`config.mk`:
```
export PLATFORM = sky130hd
export DESIGN_NAME = mct_timer
export DESIGN_NICKNAME = d
export VERILOG_FILES = /design/src/mct_pkg.sv /design/src/mct_edge_sync.sv /design/src/mct_timer.sv
export SDC_FILE = /design/constraint.sdc
export NUM_CORES = 1
export LEC_CHECK = 0
export BUFFER_PORTS_ARGS = -buffer_cell sky130_fd_sc_hd__buf_4
export CAP_MARGIN = 5
export CORE_ASPECT_RATIO = 0.9
export CORE_MARGIN = 2
export CORE_UTILIZATION = 40
export CTS_CLUSTER_DIAMETER = 30
export DETAILED_ROUTE_END_ITERATION = 8
export PLACE_DENSITY = 0.6
export RECOVER_POWER = 100
export SYNTH_ARGS = -nofsm -noshare
export SYNTH_HDL_FRONTEND = slang
export SYNTH_SLANG_ARGS = --single-unit
```
`constraint.sdc`:
```
create_clock -name pclk -period 3.6 [get_ports pclk]
set_clock_uncertainty 0.15 [all_clocks]
set_input_delay 0.9 -clock pclk [delete_from_list [all_inputs] [get_ports pclk]]
set_output_delay 0.9 -clock pclk [all_outputs]
set_load 0.05 [all_outputs]
```
`src/mct_pkg.sv`:
```
// Purpose: Shared constants for the match/capture timer counter
// Assumes: APB register map, 32-bit words, byte addresses
// Notes:   Offsets are byte addresses of aligned words
package mct_pkg;
  // Register byte offsets
  localparam logic [11:0] MCT_CTRL_OFS  = 12'h000; // Enable, reset, counter mode
  localparam logic [11:0] MCT_COUNT_OFS = 12'h004; // Counter value
  localparam logic [11:0] MCT_PRE_OFS   = 12'h008; // Prescale limit
  localparam logic [11:0] MCT_PCNT_OFS  = 12'h00C; // Prescale count
  localparam logic [11:0] MCT_MCTL_OFS  = 12'h010; // Match control
  localparam logic [11:0] MCT_CCTL_OFS  = 12'h014; // Capture control
  localparam logic [11:0] MCT_EMC_OFS   = 12'h018; // Match output control/state
  localparam logic [11:0] MCT_PWM_OFS   = 12'h01C; // PWM enables, DMA selects
  localparam logic [11:0] MCT_STAT_OFS  = 12'h020; // Sticky event status, W1C
  localparam logic [11:0] MCT_MASK_OFS  = 12'h024; // Interrupt mask
  localparam logic [11:0] MCT_MAT0_OFS  = 12'h030; // Match shadows, 4 words
  localparam logic [11:0] MCT_CAP0_OFS  = 12'h040; // Captures, 4 words
  // Control register fields
  localparam int MCT_CTRL_EN   = 0;
  localparam int MCT_CTRL_RST  = 1;
  localparam int MCT_CTRL_CNTM = 2; // 0 timer, 1 counter
  localparam int MCT_CTRL_EDGE = 3; // 2 bits: 1 rise, 2 fall, 3 both
  localparam int MCT_CTRL_CSEL = 5; // 2 bits: external clock input select
  // Match control: per match 3 bits {stop, reset, int}
  localparam int MCT_MCTL_W = 3;
  // Capture control: per capture 4 bits {clear, int, fall, rise}
  localparam int MCT_CCTL_W = 4;
  // Match output actions
  localparam logic [1:0] MCT_ACT_NONE = 2'h0;
  localparam logic [1:0] MCT_ACT_LOW  = 2'h1;
  localparam logic [1:0] MCT_ACT_HIGH = 2'h2;
  localparam logic [1:0] MCT_ACT_TOG  = 2'h3;
  localparam int MCT_NMAT = 4;
  localparam int MCT_NCAP = 4;
endpackage

```
`src/mct_edge_sync.sv`:
```
// Purpose: Two-flop synchroniser with edge detection for one pin
// Assumes: Pin is asynchronous to pclk
// Notes:   First flop feeds only the second flop
`timescale 1ns/1ns
`default_nettype none
module mct_edge_sync (
  input  wire logic pclk,
  input  wire logic presetn,
  input  wire logic pin,
  output logic      level,
  output logic      rise,
  output logic      fall
);
  logic s1_q, s1_d, s2_q, s2_d, s3_q, s3_d;

  // Next values
  always_comb begin
    s1_d = pin;
    s2_d = s1_q;
    s3_d = s2_q;
  end

  // Synchroniser and edge history
  always_ff @(posedge pclk or negedge presetn) begin
    if (!presetn) begin
      s1_q <= 1'b0;
      s2_q <= 1'b0;
      s3_q <= 1'b0;
    end else begin
      s1_q <= s1_d;
      s2_q <= s2_d;
      s3_q <= s3_d;
    end
  end

  // Edges of the synchronised level
  assign level = s2_q;
  assign rise  = s2_q & ~s3_q;
  assign fall  = ~s2_q & s3_q;
endmodule
`default_nettype wire

```
`src/mct_timer.sv`:
```
// Purpose: 32-bit match/capture timer counter with APB registers
// Assumes: Single pclk domain; pins synchronised internally
// Notes:   Shadowed matches load when the counter restarts
//
// What this block does
// The counter steps once each time the 32-bit prescaler passes its programmed limit.
// Timer mode counts pclk cycles and counter mode counts chosen edges of an external clock.
// Four 32-bit match registers compare the count and may raise an interrupt while counting goes on.
// A match can be set to halt the counter and prescaler, optionally with an interrupt.
// A match can be set to return the counter to zero and continue, optionally with an interrupt.
// Match values go through shadow registers that load at counter restart so PWM never glitches.
// Each match output can go low, go high, toggle or hold on its match.
// A selected capture edge copies the count into that input's capture register, with optional interrupt.
// Up to two match registers can be chosen to raise timed DMA requests.
// A chosen capture event can clear both counter and prescaler for pulse width measurement.
// Match outputs may run as single-edge PWM with a match register setting the period.
// Capture and external clock pins are synchronised before edges are detected.
//
// The placing of the registers and register access over APB were decided locally.
`timescale 1ns/1ns
`default_nettype none
module mct_timer
  import mct_pkg::*;
(
  input  wire logic        pclk,
  input  wire logic        presetn,
  input  wire logic        psel,
  input  wire logic        penable,
  input  wire logic        pwrite,
  input  wire logic [11:0] paddr,
  input  wire logic [31:0] pwdata,
  output logic      [31:0] prdata,
  output logic             pready,
  output logic             pslverr,
  input  wire logic [3:0]  cap_in,
  output logic      [3:0]  match_out,
  output logic      [1:0]  dma_req,
  output logic             irq
);
  // Register state
  logic [31:0] ctrl_q, ctrl_d, tc_q, tc_d, pr_q, pr_d, pc_q, pc_d;
  logic [11:0] mctl_q, mctl_d;
  logic [15:0] cctl_q, cctl_d;
  logic [11:0] emc_q, emc_d;   // [3:0] output state, [11:4] actions
  logic [7:0]  pwmc_q, pwmc_d; // [3:0] PWM enable, [5:4] dma0 src, [7:6] dma1 src
  logic [7:0]  stat_q, stat_d, mask_q, mask_d; // [3:0] match, [7:4] capture
  logic [31:0] msh_q [MCT_NMAT];
  logic [31:0] msh_d [MCT_NMAT];
  logic [31:0] mact_q [MCT_NMAT];
  logic [31:0] mact_d [MCT_NMAT];
  logic [31:0] cap_q [MCT_NCAP];
  logic [31:0] cap_d [MCT_NCAP];
  logic [1:0]  dma_q, dma_d;
  logic [31:0] rdata_d;

  logic [3:0] cap_rise, cap_fall, cap_lvl;
  logic       wr, rd, tick, step, restart, halt, cap_clr;
  logic [3:0] mhit, cap_ev;
  logic [31:0] tc_next;

  // Pin synchronisers and edge detectors
  genvar gi;
  generate
    for (gi = 0; gi < 4; gi++) begin : g_sync
      mct_edge_sync u_sync (
        .pclk    (pclk),
        .presetn (presetn),
        .pin     (cap_in[gi]),
        .level   (cap_lvl[gi]),
        .rise    (cap_rise[gi]),
        .fall    (cap_fall[gi])
      );
    end
  endgenerate

  // Bus strobes; zero wait states
  assign wr      = psel & penable & pwrite;
  assign rd      = psel & ~pwrite;
  assign pready  = 1'b1;
  assign pslverr = 1'b0;

  // Selected external clock edge for counter mode
  function automatic logic ext_edge(input logic [1:0] sel, input logic [1:0] mode,
                                    input logic [3:0] r, input logic [3:0] f);
    ext_edge = (mode[0] & r[sel]) | (mode[1] & f[sel]);
  endfunction

  // Tick source, prescaler step, matches and captures
  always_comb begin
    if (ctrl_q[MCT_CTRL_CNTM])
      tick = ext_edge(ctrl_q[MCT_CTRL_CSEL+:2], ctrl_q[MCT_CTRL_EDGE+:2], cap_rise, cap_fall);
    else
      tick = 1'b1;
    tick = tick & ctrl_q[MCT_CTRL_EN] & ~ctrl_q[MCT_CTRL_RST];
    step = tick & (pc_q == pr_q);
    for (int i = 0; i < MCT_NMAT; i++)
      mhit[i] = step & (tc_q == mact_q[i]);
    for (int i = 0; i < MCT_NCAP; i++)
      cap_ev[i] = (cctl_q[MCT_CCTL_W*i] & cap_rise[i]) |
                  (cctl_q[MCT_CCTL_W*i+1] & cap_fall[i]);
    restart = 1'b0;
    halt    = 1'b0;
    cap_clr = 1'b0;
    for (int i = 0; i < MCT_NMAT; i++) begin
      restart = restart | (mhit[i] & mctl_q[MCT_MCTL_W*i+1]);
      halt    = halt | (mhit[i] & mctl_q[MCT_MCTL_W*i+2]);
    end
    for (int i = 0; i < MCT_NCAP; i++)
      cap_clr = cap_clr | (cap_ev[i] & cctl_q[MCT_CCTL_W*i+3]);
    tc_next = restart ? 32'h0 : tc_q + 32'h1;
  end

  // Next state of all registers except prdata
  always_comb begin
    ctrl_d = ctrl_q;
    tc_d   = tc_q;
    pr_d   = pr_q;
    pc_d   = pc_q;
    mctl_d = mctl_q;
    cctl_d = cctl_q;
    emc_d  = emc_q;
    pwmc_d = pwmc_q;
    mask_d = mask_q;
    stat_d = stat_q;
    dma_d  = dma_q;
    for (int i = 0; i < MCT_NMAT; i++) begin
      msh_d[i]  = msh_q[i];
      mact_d[i] = mact_q[i];
    end
    for (int i = 0; i < MCT_NCAP; i++)
      cap_d[i] = cap_q[i];
    // Software writes; W1C on status
    if (wr) begin
      unique case (paddr)
        MCT_CTRL_OFS:  ctrl_d = {25'h0, pwdata[6:0]};
        MCT_COUNT_OFS: tc_d   = pwdata;
        MCT_PRE_OFS:   pr_d   = pwdata;
        MCT_PCNT_OFS:  pc_d   = pwdata;
        MCT_MCTL_OFS:  mctl_d = pwdata[11:0];
        MCT_CCTL_OFS:  cctl_d = pwdata[15:0];
        MCT_EMC_OFS:   emc_d  = pwdata[11:0];
        MCT_PWM_OFS:   pwmc_d = pwdata[7:0];
        MCT_STAT_OFS:  stat_d = stat_q & ~pwdata[7:0];
        MCT_MASK_OFS:  mask_d = pwdata[7:0];
        default: begin
          for (int i = 0; i < MCT_NMAT; i++)
            if (paddr == MCT_MAT0_OFS + 12'(4*i))
              msh_d[i] = pwdata;
        end
      endcase
    end
    // Counter reset bit holds count and prescaler at zero
    if (ctrl_q[MCT_CTRL_RST]) begin
      tc_d = 32'h0;
      pc_d = 32'h0;
    end else if (cap_clr) begin
      tc_d = 32'h0;
      pc_d = 32'h0;
    end else if (tick) begin
      pc_d = step ? 32'h0 : pc_q + 32'h1;
      if (step && !halt)
        tc_d = tc_next;
    end
    // Stop on match clears the enable
    if (halt)
      ctrl_d[MCT_CTRL_EN] = 1'b0;
    // Shadow to active at restart or while stopped
    if (restart || cap_clr || ctrl_q[MCT_CTRL_RST] || !ctrl_q[MCT_CTRL_EN])
      for (int i = 0; i < MCT_NMAT; i++)
        mact_d[i] = msh_d[i];
    // Match output actions; PWM mode drives high at restart, low at match
    for (int i = 0; i < MCT_NMAT; i++) begin
      if (pwmc_q[i]) begin
        if (mhit[i])
          emc_d[i] = 1'b0;
        else if (restart)
          emc_d[i] = 1'b1;
      end else if (mhit[i]) begin
        unique case (emc_q[4+2*i +: 2])
          MCT_ACT_NONE: emc_d[i] = emc_q[i];
          MCT_ACT_LOW:  emc_d[i] = 1'b0;
          MCT_ACT_HIGH: emc_d[i] = 1'b1;
          MCT_ACT_TOG:  emc_d[i] = ~emc_q[i];
        endcase
      end
    end
    // Captures
    for (int i = 0; i < MCT_NCAP; i++)
      if (cap_ev[i])
        cap_d[i] = tc_q;
    // Sticky status; set wins over clear
    for (int i = 0; i < MCT_NMAT; i++)
      if (mhit[i] && mctl_q[MCT_MCTL_W*i])
        stat_d[i] = 1'b1;
    for (int i = 0; i < MCT_NCAP; i++)
      if (cap_ev[i] && cctl_q[MCT_CCTL_W*i+2])
        stat_d[4+i] = 1'b1;
    // DMA request pulses from selected matches
    dma_d[0] = mhit[pwmc_q[5:4]];
    dma_d[1] = mhit[pwmc_q[7:6]];
  end

  // Read mux
  always_comb begin
    rdata_d = 32'h0;
    unique case (paddr)
      MCT_CTRL_OFS:  rdata_d = ctrl_q;
      MCT_COUNT_OFS: rdata_d = tc_q;
      MCT_PRE_OFS:   rdata_d = pr_q;
      MCT_PCNT_OFS:  rdata_d = pc_q;
      MCT_MCTL_OFS:  rdata_d = {20'h0, mctl_q};
      MCT_CCTL_OFS:  rdata_d = {16'h0, cctl_q};
      MCT_EMC_OFS:   rdata_d = {20'h0, emc_q};
      MCT_PWM_OFS:   rdata_d = {24'h0, pwmc_q};
      MCT_STAT_OFS:  rdata_d = {24'h0, stat_q};
      MCT_MASK_OFS:  rdata_d = {24'h0, mask_q};
      default: begin
        for (int i = 0; i < 4; i++) begin
          if (paddr == MCT_MAT0_OFS + 12'(4*i))
            rdata_d = msh_q[i];
          if (paddr == MCT_CAP0_OFS + 12'(4*i))
            rdata_d = cap_q[i];
        end
      end
    endcase
  end

  // Register stage
  always_ff @(posedge pclk or negedge presetn) begin
    if (!presetn) begin
      ctrl_q <= 32'h0;
      tc_q   <= 32'h0;
      pr_q   <= 32'h0;
      pc_q   <= 32'h0;
      mctl_q <= 12'h0;
      cctl_q <= 16'h0;
      emc_q  <= 12'h0;
      pwmc_q <= 8'h0;
      stat_q <= 8'h0;
      mask_q <= 8'h0;
      dma_q  <= 2'h0;
      prdata <= 32'h0;
      for (int i = 0; i < 4; i++) begin
        msh_q[i]  <= 32'h0;
        mact_q[i] <= 32'h0;
        cap_q[i]  <= 32'h0;
      end
    end else begin
      ctrl_q <= ctrl_d;
      tc_q   <= tc_d;
      pr_q   <= pr_d;
      pc_q   <= pc_d;
      mctl_q <= mctl_d;
      cctl_q <= cctl_d;
      emc_q  <= emc_d;
      pwmc_q <= pwmc_d;
      stat_q <= stat_d;
      mask_q <= mask_d;
      dma_q  <= dma_d;
      if (rd)
        prdata <= rdata_d;
      for (int i = 0; i < 4; i++) begin
        msh_q[i]  <= msh_d[i];
        mact_q[i] <= mact_d[i];
        cap_q[i]  <= cap_d[i];
      end
    end
  end

  // Outputs
  assign match_out = emc_q[3:0];
  assign dma_req   = dma_q;
  assign irq       = |(stat_q & mask_q);

  // Assertions
  property p_pre_step;
    @(posedge pclk) disable iff (!presetn)
      (tick && pc_q != pr_q && !cap_clr) |=> (tc_q == $past(tc_q) && pc_q == $past(pc_q) + 32'h1);
  endproperty
  a_pre_step: assert property (p_pre_step) else $error("prescaler step wrong");

  property p_timer_tick;
    @(posedge pclk) disable iff (!presetn)
      (!ctrl_q[MCT_CTRL_CNTM] && ctrl_q[MCT_CTRL_EN] && !ctrl_q[MCT_CTRL_RST] && pr_q == 32'h0
        && !restart && !halt && !cap_clr && !wr) |=> tc_q == $past(tc_q) + 32'h1;
  endproperty
  a_timer_tick: assert property (p_timer_tick) else $error("timer mode lost tick");

  property p_match_int;
    @(posedge pclk) disable iff (!presetn)
      (mhit[0] && mctl_q[0]) |=> stat_q[0];
  endproperty
  a_match_int: assert property (p_match_int) else $error("match flag not set");

  property p_halt;
    @(posedge pclk) disable iff (!presetn)
      (halt && !wr) |=> (!ctrl_q[MCT_CTRL_EN] && tc_q == $past(tc_q)) ##1 (tc_q == $past(tc_q));
  endproperty
  a_halt: assert property (p_halt) else $error("halt did not stop");

  property p_restart;
    @(posedge pclk) disable iff (!presetn)
      (restart && !cap_clr && !wr) |=> tc_q == 32'h0;
  endproperty
  a_restart: assert property (p_restart) else $error("restart did not zero");

  property p_shadow;
    @(posedge pclk) disable iff (!presetn)
      (ctrl_q[MCT_CTRL_EN] && !ctrl_q[MCT_CTRL_RST] && !restart && !cap_clr && !halt)
        |=> mact_q[0] == $past(mact_q[0]);
  endproperty
  a_shadow: assert property (p_shadow) else $error("active match changed mid period");

  property p_toggle;
    @(posedge pclk) disable iff (!presetn)
      (mhit[0] && !pwmc_q[0] && emc_q[5:4] == MCT_ACT_TOG) |=> match_out[0] != $past(match_out[0]);
  endproperty
  a_toggle: assert property (p_toggle) else $error("toggle failed");

  property p_capture;
    @(posedge pclk) disable iff (!presetn)
      cap_ev[0] |=> cap_q[0] == $past(tc_q);
  endproperty
  a_capture: assert property (p_capture) else $error("capture value wrong");

  property p_dma;
    @(posedge pclk) disable iff (!presetn)
      mhit[pwmc_q[5:4]] |=> dma_req[0];
  endproperty
  a_dma: assert property (p_dma) else $error("dma request missing");

  property p_cap_clr;
    @(posedge pclk) disable iff (!presetn)
      (cap_clr && !ctrl_q[MCT_CTRL_RST]) |=> (tc_q == 32'h0 && pc_q == 32'h0);
  endproperty
  a_cap_clr: assert property (p_cap_clr) else $error("capture clear failed");

  property p_pwm;
    @(posedge pclk) disable iff (!presetn)
      (pwmc_q[1] && mhit[1]) |=> !match_out[1];
  endproperty
  a_pwm: assert property (p_pwm) else $error("pwm edge wrong");

  property p_sync;
    @(posedge pclk) disable iff (!presetn)
      cap_rise[3] |-> cap_lvl[3] ##1 !cap_rise[3];
  endproperty
  a_sync: assert property (p_sync) else $error("edge seen twice");
endmodule
`default_nettype wire

```
### Yosys cells after proc, flatten, opt, wreduce, memory -nomap -nowiden

Index checks and enable logic that the tools add are counted.

| storage, ports and cells | value |
|---|---|
| memories kept | 0 |
| output and inout port bits | 41 |
| register bits | 597 |
| bits in latches | 0 |
| bits in writable memories | 0 |
| bits in read-only memories | 0 |
| logic and storage cells | 292 |
| input bits | 53 |

| operators by class | value |
|---|---|
| add/sub/neg operators | 2 |
| magnitude comparators | 3 |
| multiplexer cells | 72 |
| div/mod/pow operators | 0 |
| shift operators | 0 |
| $mul | 0 |
| equality and inequality tests | 38 |
| reduce and logical (&&, ||, !) cells | 58 |
| bitwise gates (word level) | 71 |

Operators by type and width:

| cell | count |
|---|---|
| 2-to-1 mux 32 bit | 25 |
| one-hot mux 32 bit (10 select lines) | 1 |
| 2-to-1 mux 128 bit | 2 |
| equality test 32 bit | 5 |
| equality test 12 x 6 -> 1 bit, second input constant | 6 |
| adder 32 x 1 -> 32 bit, second input constant | 2 |
| equality test 12 x 5 -> 1 bit, second input constant | 4 |
| equality test 12 x 7 -> 1 bit, second input constant | 4 |
| AND 1 bit | 40 |
| nonzero test 2 bit | 18 |
| AND reduction 2 bit | 17 |
| 2-to-1 mux 1 bit | 32 |
| equality test 12 x 4 -> 1 bit, second input constant | 2 |
| AND 8 bit | 2 |
| equality test 2 bit, second input constant | 8 |
| 2-to-1 mux 8 bit | 2 |
| NOT 1 bit | 14 |
| OR 1 bit | 14 |
| equality test 12 x 3 -> 1 bit, second input constant | 1 |
| zero test 12 bit | 1 |
| != test 3 bit, second input constant | 4 |
| one-hot mux 1 bit (3 select lines) | 4 |
| OR reduction 10 bit | 1 |
| logical AND 1 bit | 9 |
| 10 further kinds | 26 |

### Depth between registers and ports, before layout

Gate-level depths: netlist of run 1.

| logic depth | value |
|---|---|
| depth in word-level cells | 21 |
| mapped depth | 12 |
| depth with buffers taken out | 9 |

### Hierarchy

Synthesis of run 1 repeated with hierarchy kept, for this count alone.

| unflattened totals | value |
|---|---|
| cell total of the unflattened synthesis | 2602 |
| area total of the unflattened synthesis | 28572.4 sq um |

By module, submodules not included:

| module | cells each | area an instance (sq um) | times used | sequential area each (sq um) |
|---|---|---|---|---|
| mct_timer | 2582 | 28212.1 | 1 | 14639.0 |
| mct_edge_sync | 5 | 90.1 | 4 | 75.1 |

### Worst setup path before layout of run 1

Ideal clock, no wire load.

| path | value |
|---|---|
| kind | input-to-reg |
| from | in paddr[1] |
| to | reg mact_q[2] in the netlist's numbering |
| setup slack | 0.351 ns |
| stages | 8 |
| library setup time | 0.127 ns |
| data required time | 3.323 ns |
| buffers on the path | 2 |
| arrival | 2.971 ns |
| cells stage by stage | nor4_4 -> and3_1 -> buf_2 -> nand3_2 -> nor3_1 -> buf_2 -> mux2_2 -> mux2_1 |

RTL lines:

| item | RTL line | RTL |
|---|---|---|
| start, declared | mct_timer.sv:30 | `input wire logic [11:0] paddr,` |
| end signal, assigned by index | mct_timer.sv:264 | `mact_q[i] <= mact_d[i];` |
| end, declared | mct_timer.sv:49 | `logic [31:0] mact_q [MCT_NMAT];` |

### Worst setup path in the final report of run 1

| path | value |
|---|---|
| from | reg tc_q[27] |
| to | reg tc_q[9] |

| between the ends | value |
|---|---|
| word-level cells in the longest chain between the ends | 12 |
| elaborated cells between the ends (all ways) | 29 |
| classes of those cells | eq/ne (4); mux (5); bitwise (18); reduce/logical (2) |

RTL lines:

| item | RTL line | RTL |
|---|---|---|
| start, declared | mct_timer.sv:41 | `logic [31:0] ctrl_q, ctrl_d, tc_q, tc_d, pr_q, pr_d, pc_q, pc_d;` |
| start signal, assigned | mct_timer.sv:250 | `tc_q <= tc_d;` |
| equality test 32 bit | mct_timer.sv:97 | `mhit[i] = step & (tc_q == mact_q[i]);` |
| AND 1 bit | mct_timer.sv:97 |  |
| AND 1 bit | mct_timer.sv:106 | `halt = halt \| (mhit[i] & mctl_q[MCT_MCTL_W*i+2]);` |
| OR 1 bit (3 in a row) | mct_timer.sv:106 |  |
| zero test 1 bit | mct_timer.sv:161 | `if (step && !halt)` |
| logical AND 1 bit | mct_timer.sv:161 |  |
| 2-to-1 mux 32 bit (*) | mct_timer.sv:161 |  |
| 2-to-1 mux 32 bit (*) | mct_timer.sv:159 | `end else if (tick) begin` |
| 2-to-1 mux 32 bit (*) | mct_timer.sv:156 | `end else if (cap_clr) begin` |
| 2-to-1 mux 32 bit (*) | mct_timer.sv:153 | `if (ctrl_q[MCT_CTRL_RST]) begin` |
| net tc_d[9] | mct_timer.sv:41 |  |

Mark *: on every way through the listed nets, which the timed path passes. The rest lies on a longest branch.
A chain may end at the register's enable or synchronous reset.

==> results of run 1 <==
-- flip-flops by register name (all words and copies together), names as in the netlist, 12 cells and up --
signal and count:
cap_q 128, mact_q 128, msh_q 128, pc_q 32
pr_q 32, prdata 32, tc_q 32, cctl_q 16
emc_q 12, mctl_q 12
-- per-layer routing --
layer	vias to the layer above	GRT usage, %	part of all wire [%]
met4	2	11.3	3.4
met1	12100	39.7	42
met5	-	0	0.0072
met3	241	6.33	8.9
met2	1282	44.1	46
li1	9639	-	-
-- critical path: cells and delay by family (launching register included) --
kind,cells,cell delay [ps]
flip-flops,1,540
buffers and inverters,2,410
AO/OA/AOI/OAI,4,1020
AND/OR/NAND/NOR,3,820
XOR/XNOR,1,480
-- power by group through the flow --
stage                     Clock, uW  Combinational (uW)  Sequential (uW)
after global placement            0                 845             6990
final                         13100                 824             6900
after detailed placement          0                 854             7000
after CTS                     13200                 859             6900
after global routing          13600                 872             6900
after floorplan                   0                 286             7040
-- how the worst min path moves through the flow --
stage          cells after the start                       startpoint  slack, ps                               end
2_1_floorplan                      0  g_sync[0].u_sync.s1_q$_DFF_PN0_        180  g_sync[0].u_sync.level$_DFF_PN0_
5_1_grt                            1                        cap_in[0]        150   g_sync[0].u_sync.s1_q$_DFF_PN0_
3_3_place_gp                       0  g_sync[0].u_sync.s1_q$_DFF_PN0_        190  g_sync[0].u_sync.level$_DFF_PN0_
6_report                           1                        cap_in[3]        170   g_sync[3].u_sync.s1_q$_DFF_PN0_
4_1_cts                            1                          presetn         20             mctl_q[0]$_DFFE_PN0P_
3_5_place_dp                       0  g_sync[2].u_sync.s1_q$_DFF_PN0_        190  g_sync[2].u_sync.level$_DFF_PN0_
-- cells in the final DEF (no fill, tap or decap), types with 12 or more instances in the layout --
cell type | Yosys | routed
nand3_1 | 45 | 46
xnor2_1 | 139 | 137
and3_1 | 28 | 28
o2bb2ai_1 | 12 | 12
a221oi_1 | 16 | 16
nand4_1 | 51 | 51
bufinv_16 | 0 | 15
nand2_1 | 168 | 167
mux2_4 | 100 | 12
a31oi_1 | 25 | 25
buf_4 | 9 | 206
a22o_1 | 36 | 34
xor2_1 | 44 | 44
o22ai_1 | 13 | 13
nor3_1 | 29 | 28
a41o_1 | 15 | 15
o221ai_1 | 28 | 28
o21ai_0 | 56 | 57
mux2i_1 | 19 | 19
clkinvlp_4 | 0 | 15
a22oi_1 | 37 | 37
a21oi_1 | 65 | 64
clkbuf_8 | 0 | 27
a222oi_1 | 47 | 47
clkbuf_16 | 0 | 143
dfrtp_1 | 597 | 597
mux2_2 | 361 | 296
nor4_1 | 26 | 28
buf_12 | 0 | 18
mux2_1 | 40 | 193
clkbuf_4 | 0 | 14
clkbuf_1 | 88 | 71
nor2_1 | 77 | 72
a211oi_1 | 13 | 14
inv_1 | 28 | 28
clkinv_2 | 0 | 21
-- metrics by stage --
stage | power, uW | setup TNS, ps
2_1_floorplan | 7320 | 0
4_1_cts | 20900 | 0
3_3_place_gp | 7840 | -204
3_5_place_dp | 7850 | -18.3
5_1_grt | 21300 | 0
6_report | 20800 | -9.84
-- what timing repair did --
item	CTS	global route
resized for setup	1	3
setup endpoints to repair	1	48
cloned	0	0
pin swaps	0	0
hold buffers	0	0
-- area by class of cell --
| type | instances | area, sq um | area share (%) |
|---|---|---|---|
| clock buffers | 185 | 4010 | 10.9 |
| repair buffers | 311 | 2340 | 6.34 |
| diodes | 1 | 2.50 | 0.00679 |
| clock inverters | 73 | 935 | 2.54 |
| multi-input cells | 1634 | 13300 | 36.2 |
| inverters | 28 | 105 | 0.285 |
| well taps | 960 | 1200 | 3.26 |
| flip-flops and latches | 597 | 14900 | 40.5 |
-- cell families (layout without fill, tap and decap cells) --
group,Yosys count,count (layout),share of synthesized area [%]
DFF,597,597,50.4
xor gates and xnor gates,183,183,5.40
other,2,3,0.0253
adders and majority gates,2,2,0.0843
and+or+nand+nor,494,494,8.51
AOI/OAI and AO/OA,431,431,10.9
muxes,522,522,21.1
buffers and inverters,224,597,3.64
==> metrics.cfg, run 1 <==
[worst_setup_path]
r2r_start=tc_q[27]$_DFF_PN0_
crit_path_max_fanout=17
reg2reg_depth=10
crit_path_end_kind=flop
cp_cell_sequence=xnor2_1 > nand4_1 > nor4_1 > buf_4 > and2_0 > a22oi_1 > a211oi_2 > buf_12 > a31oi_1 > o22ai_1
rrSetupSlack_ps=-10
worstSetupPathType=reg2reg
slowest_delay_ps=540
required_ps=4030
cp.arrival_ps=4040
worstSetupEndpoint=tc_q[9]$_DFF_PN0_
crit_start=tc_q[27]$_DFF_PN0_
worstSetupStartpointType=flop
cpMaxStageDelayCell=dfrtp_1
r2r_end=tc_q[9]$_DFF_PN0_

[yosys]
ys_seq_area_share_pct=50.4
synth_common_cells=dfrtp_1 (597), mux2_2 (361), nand2_1 (168)
yosys.area.top_type_share_pct=50.4
ys.flop_type=dfrtp_1
synth_edf_count=0
synth.avg_cell_area_sq_um=12.1
synth_nets=2510
ys_types=79
yosys-top-cells-area=dfrtp_1 (50%), mux2_2 (14%), mux2_4 (5.1%)
synthArstFlopShare_pct=100
ys_ff_latch=597
yosys_warnings=0
synth_top_cell_by_area=dfrtp_1
synth_cells=2455
yosysMostFrequentCell=dfrtp_1
synthesis.area_sq_um=29700

[final_layout]
finalNetCount=2768
drive_above_1_share_pct=29.7
fin_area_sq_um=36900
final_util_pct=50.3
fill_cells=6451
instances_no_fill=3789
area_growth_syn_to_layout_pct=24.3

[pwr]
leakage_uw=0.0173
peakVddDrop_uv=395
p_clk_share_pct=62.9
p_sw_share_pct=23.3
p_seq_share_pct=33.2
power_density_nw_per_um2=564
intPower_uw=15900
switchingPower_uw=4860
combPwrFrac_pct=4.0

[global_routing]
antenna_found_initial=3
grt_overflow=0
grt_max_degree=100
grt_usage_pct=28.8
grt_pass1_wl_microns=163000
grt_pass1_vias=23700

[clock_tree]
cts.sinks=597
cts_setup_buffers=0
clock_latency_ps=730
clockBufferDepth=3
cts_root_buf=clkbuf_16
cts.clk_slew.worst_paths_ps=50
h-tree-depth=4
cts_tree=done
numCtsBuffers=141

[place]
dp.cells=3530
io_buffers=91
placed_area_sq_um=32700
place_ws_ps=-8.67
routabilityCongestion=0.962
dp_hpwl_microns=76700

[outcome]
violations=max-capacitance violations, max-slew violations, negative setup slack
status=finished, violations left

[drt]
first_pass_iters=9
wl_microns=111000
dr.first_iter.drc_count=2614
drc=0
wl_per_cell_microns=29.3
dr_total_vias=23200
viasPerCell=6.13
drtAntennaViolNets=0

[die]
core_area_sq_um=73300
dieHeight_microns=262
die_w_microns=291
die-area_sq_um=76400
ios=94
num_rows=94
initial_utilization_pct=40.5

[sta]
worstMarginPinSlew_ps=1920
slew_violations=60
max_clock_freq_ghz=0.277
rsz0062_at_grt=no
min_period_ps=3610
setup_ws_ps=-9.84
hold_slack_ps=165
relSlewSlack_pct=-27.7
setup_violations=1
finalHoldViolations=0
final.period_utilization_pct=100

[flow_run]
cap_violations=1

[min_path]
holdCritPathClass=in2reg

Power figures use the tool's default switching activity.
==> inputs of run 2 (changes only) <==
- CORE_MARGIN: 2 -> not set
==> metrics.cfg, run 2 (synthesis gave the netlist of run 1 again) <==
[outcome]
status=finished, violations left
violations=max-capacitance violations, max-slew violations, negative setup slack

[place]
place_ws_ps=-267  ; -258 ps
dp_hpwl_microns=77700  ; +1.4%
dp.cells=3533  ; +0.085%
placed_area_sq_um=32700  ; -0.13%
routabilityCongestion=0.970  ; +0.89%
io_buffers=91  ; unchanged

[drt]
drtAntennaViolNets=0  ; unchanged
dr.first_iter.drc_count=2614  ; unchanged
viasPerCell=6.16  ; +0.55%
wl_per_cell_microns=29.4  ; +0.51%
dr_total_vias=23300  ; +0.57%
drc=0  ; unchanged
wl_microns=111000  ; +0.54%
first_pass_iters=9  ; unchanged

[worst_setup_path]
cp.arrival_ps=4030  ; about the same
worstSetupStartpointType=flop
required_ps=4000  ; -30 ps
crit_path_end_kind=flop
r2r_start=tc_q[11]$_DFF_PN0_
worstSetupPathType=reg2reg
crit_path_max_fanout=17  ; unchanged
reg2reg_depth=10  ; unchanged
rrSetupSlack_ps=-30  ; -20 ps
r2r_end=tc_q[5]$_DFF_PN0_

[pwr]
switchingPower_uw=4900  ; +0.81%
p_clk_share_pct=63.2  ; +0.3 points
leakage_uw=0.0173  ; about the same
peakVddDrop_uv=384  ; -2.7%
intPower_uw=16100  ; +0.87%
combPwrFrac_pct=3.9  ; about the same
power_density_nw_per_um2=570  ; +1.0%
p_sw_share_pct=23.3  ; about the same
p_seq_share_pct=32.9  ; -0.3 points

[clock_tree]
cts_root_buf=clkbuf_16
cts_resized=0  ; -1
clock_latency_ps=730  ; about the same
numCtsBuffers=142  ; +0.71%
cts.sinks=597  ; unchanged
cts.clk_slew.worst_paths_ps=50  ; about the same
clockBufferDepth=3  ; unchanged
cts_tree=done
hold_buffers=0  ; unchanged
cts_setup_buffers=0  ; unchanged
h-tree-depth=4  ; unchanged

[die]
core_area_sq_um=73300  ; unchanged
die_w_microns=289  ; -0.69%
initial_utilization_pct=40.5  ; unchanged
ios=94  ; unchanged
num_rows=94  ; unchanged
die-area_sq_um=75300  ; -1.4%
dieHeight_microns=260  ; -0.76%

[global_routing]
grt_usage_pct=29.8  ; +1.1 points
grt_overflow=0  ; unchanged
grt_max_degree=101  ; +1.0%
antenna_found_initial=8  ; +5
grt_pass1_wl_microns=163000  ; +0.38%
grt_pass1_vias=23600  ; -0.36%

[final_layout]
final_common_cell=dfrtp_1
area_growth_syn_to_layout_pct=24.1
multi_input_area_sq_um=13300  ; -0.56%
instances_no_fill=3790  ; +0.026%
final_cell_mix=dfrtp_1 (596), mux2_2 (311), buf_4 (208)
reg_top3=cap_q: 128 flops, mact_q: 128 flops, msh_q: 128 flops
fin_area_sq_um=36800  ; -0.16%
seq_area_sq_um=14900  ; about the same
diodes=0  ; -1
finalNetCount=2772  ; +0.14%
drive_above_1_share_pct=29.6  ; -0.16 points
fill_cells=6405  ; -0.71%

[sta]
min_period_ps=3630  ; +21.3 ps
setup_violations=2  ; +1
setup_ws_ps=-31.1  ; -21.3 ps
slew_violations=89  ; +48%
relSlewSlack_pct=-37.5  ; -9.8 points
finalHoldViolations=0  ; unchanged
hold_slack_ps=158  ; -7.51 ps
worstMarginPinSlew_ps=2060  ; +147 ps
rsz0062_at_grt=no
final.period_utilization_pct=101  ; +0.59 points
max_clock_freq_ghz=0.275  ; -0.59%

[flow_run]
cap_violations=2  ; +1

[min_path]
min_path_cells=1  ; unchanged
min-delay-start=cap_in[3]
holdCritPathClass=in2reg
hold_end=g_sync[3].u_sync.s1_q$_DFF_PN0_

## run 2: changes by cell type in the layout (fill, tap and decap cells not counted), sizes merged
| cell | previous run | this run |
|---|---|---|
| buf | 230 | 226 |
| clkbuf | 266 | 267 |
| clkinv | 34 | 36 |
| bufinv | 15 | 17 |
| clkinvlp | 15 | 18 |
| clkdlybuf4s25 | 0 | 1 |
| diode | 1 | 0 |
| inv | 37 | 34 |
## run 2: power by group through the flow
stage / combinational (uW) / sequential [uW] / clock, uW
2_1_floorplan: 286 / 7040 / 0
3_3_place_gp: 848 / 7000 / 0
3_5_place_dp: 858 / 7000 / 0
4_1_cts: 863 / 6900 / 13300
5_1_grt: 876 / 6910 / 13700
6_report: 823 / 6910 / 13300
## run 2: how the worst max path moves through the flow
stage / start / end / cells after the start
floorplan: paddr[1] / mact_q[2]$_DFFE_PN0P_ / 8
global placement: paddr[1] / prdata[15]$_DFFE_PN0P_ / 11
detailed placement: paddr[1] / prdata[15]$_DFFE_PN0P_ / 11
CTS: tc_q[3]$_DFF_PN0_ / mact_q[125]$_DFFE_PN0P_ / 10
global route: tc_q[3]$_DFF_PN0_ / tc_q[0]$_DFF_PN0_ / 11
finish: tc_q[11]$_DFF_PN0_ / tc_q[5]$_DFF_PN0_ / 10
## run 2: cell type report
class,instances,area share (%)
sequential,597,40.6
multi-input combinational,1634,36.0
clock buffer,180,10.8
timing repair buffer,314,6.27
tap,960,3.26
clock inverter,77,2.71
inverter,28,0.286
## run 2: worst max-delay path, stage by stage (launching register included)
cell and delay, ps:
dfrtp_1 800, xnor2_1 240, nand4_1 200, nor4_1 420, clkbuf_1 350, nand3_1 150, and4_1 330, a211oi_4 300
buf_12 200, nand2_1 70, o211ai_1 230
## run 2: per-stage QoR
stage | power, uW | setup TNS (ps) | util (%)
floorplan | 7320 | 0 | -
global placement | 7850 | -3390 | 44.6
detailed placement | 7860 | -7140 | 44.6
CTS | 21100 | 0 | 51.4
global route | 21500 | 0 | 50.2
finish | 21000 | -37.8 | 50.2
## run 2: routing by layer
metal	wire, microns	track usage [%]
met1	46900	41.4
met2	49300	44.5
met3	10600	6.79
met4	4590	13.0
met5	27	0
